**src/srw_cfg.svh**
```systemverilog
// timing constants for the reset supervisor and watchdog
`ifndef SRW_CFG_SVH
`define SRW_CFG_SVH

`define SRW_CLK_HZ          125_000_000
// time base tick period in ns, one tick per microsecond
`define SRW_TICK_NS         1000
`define SRW_TICK_CYC        ((`SRW_TICK_NS * 125) / 1000)
// reset timeout in microseconds
`define SRW_RESET_US        1120000
// watchdog startup period in microseconds, at least 35 s
`define SRW_WD_START_US     35000000
// watchdog normal period in microseconds, at least 1.12 s
`define SRW_WD_NORM_US      1120000
`define SRW_CNT_W           32
`define SRW_TB_W            8

`endif

```
**src/srw_pkg.sv**
```systemverilog
// types for the reset supervisor and watchdog
`include "srw_cfg.svh"
package srw_pkg;

    // synchronised input levels
    typedef struct packed {
        logic primary_supply;
        logic secondary_supply;
        logic aux_undervoltage_sense;
        logic manual_reset_request_n;
        logic kick;
        logic kick_float;
    } srw_in_t;

    // reset output group
    typedef struct packed {
        logic primary_reset_n;
        logic secondary_reset_n;
        logic primary_reset;
    } srw_out_t;

    // watchdog phase
    typedef enum logic [2:0] {
        SRW_WD_OFF   = 3'b001,
        SRW_WD_START = 3'b010,
        SRW_WD_NORM  = 3'b100
    } srw_wd_st_t;

endpackage : srw_pkg

```
**src/srw_hold_timer.sv**
```systemverilog
// reset stretcher: holds a reset low for a timeout after its cause clears
`timescale 1ns/1ps
module srw_hold_timer
    import srw_pkg::*;
#(
    parameter logic [`SRW_CNT_W-1:0] TIMEOUT = `SRW_RESET_US
) (
    input  wire logic CLK_SYS,
    input  wire logic RST,
    input  wire logic tick,
    input  wire logic cause,
    output logic      reset_n
);

    typedef struct packed {
        logic [`SRW_CNT_W-1:0] cnt;
        logic                  rst_n;
    } srw_hold_st_t;

    srw_hold_st_t st;
    srw_hold_st_t next_st;

    ////////////////////////////////////////////////////////////////////////
    // count ticks with the cause clear; any cause restarts from zero
    always_comb begin
        next_st = st;
        if (cause) begin
            next_st.cnt   = '0;
            next_st.rst_n = 1'b0;
        end else if (!st.rst_n && tick) begin
            if (st.cnt >= TIMEOUT - 1) begin
                next_st.rst_n = 1'b1;
            end else begin
                next_st.cnt = st.cnt + 1'b1;
            end
        end
    end

    // reset holds outputs asserted from power-on
    always_ff @(posedge CLK_SYS or posedge RST) begin
        if (RST) begin
            st <= '0;
        end else begin
            st <= next_st;
        end
    end

    assign reset_n = st.rst_n;

endmodule : srw_hold_timer

```
**src/srw_supervisor.sv**
```systemverilog
// reset supervisor with manual reset, aux sense and watchdog
`timescale 1ns/1ps
// What this block does
// - secondary reset from supplies and manual only
// - secondary reset held timeout after clear
// - manual reset low asserts reset outputs
// - reset held while manual low plus timeout
// - stuck kick input raises watchdog fault
// - watchdog cleared on reset or edge
// - long startup timeout until first edge
// - normal timeout after first edge
// - floating kick input disables watchdog
// - aux undervoltage asserts primary reset
// - primary reset from all causes, held
// - relapse restarts the reset timeout
// - active-high output is primary complement
module srw_supervisor
    import srw_pkg::*;
#(
    parameter logic [`SRW_CNT_W-1:0] RESET_TICKS    = `SRW_RESET_US,
    parameter logic [`SRW_CNT_W-1:0] WD_START_TICKS = `SRW_WD_START_US,
    parameter logic [`SRW_CNT_W-1:0] WD_NORM_TICKS  = `SRW_WD_NORM_US
) (
    input  wire logic CLK_SYS,
    input  wire logic RST,
    input  wire logic PRIMARY_SUPPLY,
    input  wire logic SECONDARY_SUPPLY,
    input  wire logic AUX_UNDERVOLTAGE_SENSE,
    input  wire logic MANUAL_RESET_REQUEST_N,
    input  wire logic WATCHDOG_KICK_INPUT,
    input  wire logic WATCHDOG_KICK_FLOAT,
    output logic      PRIMARY_RESET_N,
    output logic      SECONDARY_RESET_N,
    output logic      PRIMARY_RESET,
    output logic      WATCHDOG_FAULT
);

    // cut on purpose: one tick spans fewer cycles than the counter can hold
    localparam logic [`SRW_TB_W-1:0] TICK_LAST = `SRW_TB_W'((`SRW_TICK_CYC) - 1);

    typedef struct packed {
        srw_in_t               s1;
        srw_in_t               s2;
        logic                  kick_prev;
        logic [`SRW_TB_W-1:0]  tb;
        logic                  tick;
        srw_wd_st_t            wd;
        logic [`SRW_CNT_W-1:0] wd_cnt;
        logic                  fault;
    } srw_st_t;

    srw_st_t  st;
    srw_st_t  next_st;
    srw_in_t  pins;
    srw_out_t outs;
    logic     pri_cause;
    logic     sec_cause;
    logic     kick_edge;

    // gather the raw pins
    assign pins = '{primary_supply:         PRIMARY_SUPPLY,
                    secondary_supply:       SECONDARY_SUPPLY,
                    aux_undervoltage_sense: AUX_UNDERVOLTAGE_SENSE,
                    manual_reset_request_n: MANUAL_RESET_REQUEST_N,
                    kick:                   WATCHDOG_KICK_INPUT,
                    kick_float:             WATCHDOG_KICK_FLOAT};

    ////////////////////////////////////////////////////////////////////////
    // returns the watchdog limit for the current phase
    function automatic logic [`SRW_CNT_W-1:0] wd_limit(input srw_wd_st_t ph);
        wd_limit = (ph == SRW_WD_NORM) ? WD_NORM_TICKS : WD_START_TICKS;
    endfunction : wd_limit

    // edge seen on the second synchroniser stage only
    assign kick_edge = st.s2.kick ^ st.kick_prev;

    assign sec_cause = !st.s2.primary_supply | !st.s2.secondary_supply
                     | !st.s2.manual_reset_request_n;
    // primary causes with aux and fault
    assign pri_cause = sec_cause | !st.s2.aux_undervoltage_sense | st.fault;

    ////////////////////////////////////////////////////////////////////////
    // next state: synchronisers, time base, watchdog
    always_comb begin
        next_st = st;
        next_st.s1        = pins;
        next_st.s2        = st.s1;
        next_st.kick_prev = st.s2.kick;
        if (st.tb == TICK_LAST) begin
            next_st.tb   = '0;
            next_st.tick = 1'b1;
        end else begin
            next_st.tb   = st.tb + 1'b1;
            next_st.tick = 1'b0;
        end
        next_st.fault = 1'b0;
        unique case (st.wd)
            SRW_WD_OFF: begin
                next_st.wd_cnt = '0;
                if (outs.primary_reset_n && !st.s2.kick_float) begin
                    next_st.wd = SRW_WD_START;
                end
            end
            SRW_WD_START, SRW_WD_NORM: begin
                if (!outs.primary_reset_n || st.s2.kick_float) begin
                    next_st.wd     = SRW_WD_OFF;
                    next_st.wd_cnt = '0;
                end else if (kick_edge) begin
                    next_st.wd     = SRW_WD_NORM;
                    next_st.wd_cnt = '0;
                end else if (st.tick) begin
                    if (st.wd_cnt >= wd_limit(st.wd) - 1) begin
                        next_st.fault  = 1'b1;
                        next_st.wd     = SRW_WD_OFF;
                        next_st.wd_cnt = '0;
                    end else begin
                        // count against startup or normal limit
                        next_st.wd_cnt = st.wd_cnt + 1'b1;
                    end
                end
            end
            default: begin
                next_st.wd     = SRW_WD_OFF;
                next_st.wd_cnt = '0;
            end
        endcase
    end

    // register all state
    always_ff @(posedge CLK_SYS or posedge RST) begin
        if (RST) begin
            st    <= '0;
            st.wd <= SRW_WD_OFF;
        end else begin
            st <= next_st;
        end
    end

    ////////////////////////////////////////////////////////////////////////
    // primary stretcher
    srw_hold_timer #(
        .TIMEOUT (RESET_TICKS)
    ) u_pri_hold (
        .CLK_SYS (CLK_SYS),
        .RST     (RST),
        .tick    (st.tick),
        .cause   (pri_cause),
        .reset_n (outs.primary_reset_n)
    );

    srw_hold_timer #(
        .TIMEOUT (RESET_TICKS)
    ) u_sec_hold (
        .CLK_SYS (CLK_SYS),
        .RST     (RST),
        .tick    (st.tick),
        .cause   (sec_cause),
        .reset_n (outs.secondary_reset_n)
    );

    assign outs.primary_reset = !outs.primary_reset_n;

    assign PRIMARY_RESET_N   = outs.primary_reset_n;
    assign SECONDARY_RESET_N = outs.secondary_reset_n;
    assign PRIMARY_RESET     = outs.primary_reset;
    assign WATCHDOG_FAULT    = st.fault;

endmodule : srw_supervisor

```
**config.mk**
```make
export PLATFORM = sky130hd
export DESIGN_NAME = srw_supervisor
export DESIGN_NICKNAME = d
export VERILOG_FILES = /design/src/srw_pkg.sv /design/src/srw_hold_timer.sv /design/src/srw_supervisor.sv
export VERILOG_INCLUDE_DIRS = /design/src
export SDC_FILE = /design/constraint.sdc
export NUM_CORES = 1
export LEC_CHECK = 0
export BUFFER_PORTS_ARGS = -buffer_cell sky130_fd_sc_hd__buf_2
export CAP_MARGIN = 20
export CORE_UTILIZATION = 45
export DETAILED_ROUTE_END_ITERATION = 8
export SLEW_MARGIN = 0
export SYNTH_ARGS = -nofsm -noshare
export SYNTH_HDL_FRONTEND = slang
export SYNTH_SLANG_ARGS = --single-unit
export TNS_END_PERCENT = 50
```
**constraint.sdc**
```tcl
create_clock -name CLK_SYS -period 4.24 [get_ports CLK_SYS]
set_input_delay 0.212 -clock CLK_SYS [delete_from_list [all_inputs] [get_ports CLK_SYS]]
set_output_delay 0.212 -clock CLK_SYS [all_outputs]
set_load 0.02 [all_outputs]
```
==> metrics.yaml <==
cells_and_area:
  n_fill_cell: 1204
  drive_gt1_frac: 0.09356
  fin_util: 0.5312
  diodes: 0
  syn_to_final_growth_pct: 15.06
  nets: 662
global_routing:
  grt_remaining_overflow: 0
  grt_pass1_vias: 4899
  grt_use_total: 0.2081
  antenna_found_initial: 0
  grt_pass1_wl_um: 23430
  grt_max_degree: 62
placed_design:
  gp_congestion: 0.8031
  hpwl_um: 8852
  port_buffers: 11
sta:
  setup_viol: 0
  hold_viol_final: 0
  post-route-period-util: 0.6810
  skew_ns: 0.008407
  slew_violations: 0
  rsz0062_at_grt: "false"
  max_slew_margin: 0.3994
  worstMarginPinSlew_ns: 0.9009
  final.setup.tns_ns: 0
  max_freq_mhz: 346.3
  fin_crit_ns: 2.888
critical_path:
  slowest_delay_ns: 0.55
  critPathCaptureType: "flip-flop"
  path_delay_family: "compound AO/OA/AOI/OAI gates"
  crit_arrival_ns: 3.18
  cpMaxStageDelayCell: "o21ai_1"
  crit_type: "reg2reg"
  crit_path_max_fanout: 14
  required_ns: 4.53
  crit_chain: "or3_1 -> inv_1 -> ha_1 -> a21o_1 -> a211oi_1 -> o311a_1 -> o21ai_1 -> buf_4 -> nor2_1"
  critPathBufInv: 2
  startpoint_type: "flip-flop"
  r2r_slack_ns: 1.35
power:
  ir_drop_v: 0.0004542
  seq_power_share: 0.432
  p_clk_frac: 0.553
  swShare: 0.1922
  switchingPower_mw: 0.5317
  combPwrFrac: 0.015
  p_int_mw: 2.234
  p_leak_nw: 2.813
  powerDensity_mw_per_mm2: 391.6
synthesis:
  synth_warnings: 0
  netlist_area_mm2: 0.006138
  synth_area_leaders: "dfrtp_1 (50%), or4_1 (3.9%), o31ai_1 (3.5%)"
  synth_area_leader_cell: "dfrtp_1"
  avgSynthCellArea_um2: 9.885
  synth_ff_type: "dfrtp_1"
  ys_seq_area_frac: 0.5057
  synth-async-reset-ratio: 1.000
  syn_nets: 641
  ys_types: 53
  synth_edf_count: 0
  synth_cells: 621
  synth-seq-cells: 124
  synth_top_area_share: 0.5014
floorplan:
  fp.dieH_um: 118.8
  coreArea_mm2: 0.01330
  pin_count: 12
  die_area_mm2: 0.01411
  start_util: 0.4617
  rows: 42
  die_w_um: 118.8
worst_hold_path:
  hold_path.class: "reg2reg"
route:
  ant_nets: 0
  totalWireLength_um: 13240
  drt_iter0_markers: 342
  drc: 0
  via_count: 4889
  vias_per_cell: 5.905
  dr.pass1.iters: 5
  wl_per_cell_um: 15.99
clock_tree:
  cts_tree: "done"
  clkTransAtPathRegs_ns: 0.05
  cts.sinks: 124
  numCtsBuffers: 17
  h-tree-depth: 4
  cts.path.max_buffers: 2
  clk_latency_ns: 0.42
  post_cts_buffers: 0
  cts_root_buf: "clkbuf_16"
outcome:
  outcome: "finished, final reports clean"
job:
  maxCapViolations: 0
==> stage by stage <==
stage                     power [mW]  worst slack (ns)  area, um2  instances  hold slack, ns
after CTS                      2.797             1.369       7056        827          0.3479
final                          2.766             1.353       7063        828          0.3440
after global placement         1.252             1.478       6364        791          0.3207
after floorplan                1.238            0.7304       6138        621          0.2434
after global routing           2.854             1.152       7063        828          0.3530
after detailed placement       1.253             1.393       6364        791          0.3221
==> cells by family after synthesis <==
logic type / synth area share
mux: 0.006523
simple gates: 0.2760
flops: 0.5057
fa+ha+maj: 0.02446
compound gates: 0.1247
xor+xnor: 0.03567
buf+inv: 0.02691
==> repair_timing <==
action                    4_1_cts  5_1_grt
hold buffers                    7        0
hold endpoints to repair       64        0
resized for setup               0        0
==> power groups by stage <==
stage / registers (mW) / clock network, mW / logic (mW)
floorplan: 1.21 / 0 / 0.0246
global placement: 1.21 / 0 / 0.0384
detailed placement: 1.21 / 0 / 0.0392
CTS: 1.19 / 1.56 / 0.0442
global route: 1.19 / 1.61 / 0.0497
finish: 1.19 / 1.53 / 0.0422
==> layout make-up <==
class	count	area (um2)	area share
flip-flops and latches	124	3104	0.4395
multi-input cells	457	2869	0.4062
clock buffers	22	484.2	0.06856
well taps	176	220.2	0.03118
repair buffers	26	185.2	0.02622
clock inverters	7	137.6	0.01949
inverters	16	62.56	0.008857
==> state kept, by name, summed over array words and instances (netlist names) <==
signal,flops
st,50
u_pri_hold.reset_n,1
u_sec_hold.st,32
u_sec_hold.reset_n,1
next_st,7
WATCHDOG_FAULT,1
u_pri_hold.st,32
==> synthesized netlist by cell type (all sizes together), types with 5 or more instances <==
cell type,number
dfrtp,123
nand2,49
nor2,42
a21oi,40
or4,33
and2,31
nand3,31
nand4,30
o31ai,30
o21ai,23
clkbuf,19
xnor2,18
nor4,17
inv,16
nor3,13
ha,12
or3,12
and3,8
and4,8
xor2,7
buf,5
nand2b,5
nor4b,5
==> cells in the final DEF (no fill, tap or decap), types with 15 or more instances in the layout <==
cell type    n
inv_1       15
clkbuf_16   17
and2_1      31
nor4_1      15
xnor2_1     18
dfrtp_1    123
nand2_1     49
nand3_1     31
a21oi_1     40
nor2_1      42
or4_1       32
nand4_1     29
o31ai_1     29
o21ai_0     19
==> metal layers <==
layer / part of all wire / track usage
met1: 0.48 / 0.2740
met2: 0.47 / 0.3275
met3: 0.038 / 0.06178
met4: 0.012 / 0.06962
met5: 0 / 0
==> worst reg2reg max path: cells and delay by family (launching register included) <==
family	cells	cell delay, ns
DFF	1	0.41
adders and majority gates	1	0.18
and+or+nand+nor	2	0.51
AOI/OAI and AO/OA	4	1.19
buffers and inverters	2	0.47
==> path summary, 6_finish.rpt <==
check,start,endpoint,cells past startpoint
max,st[34]$_DFFE_PP0P_,st[15]$_DFFE_PP0P_,9
min,next_st[51]$_DFF_PP0_,st[51]$_DFF_PP0_,0
max reg2reg,st[34]$_DFFE_PP0P_,st[15]$_DFFE_PP0P_,9
min reg2reg,next_st[51]$_DFF_PP0_,st[51]$_DFF_PP0_,0
max in group asynchronous,RST,u_pri_hold.st[14]$_DFFE_PP0P_,4
min in group asynchronous,RST,u_sec_hold.st[5]$_DFFE_PP0P_,3
(Power assumes the default switching activity.)
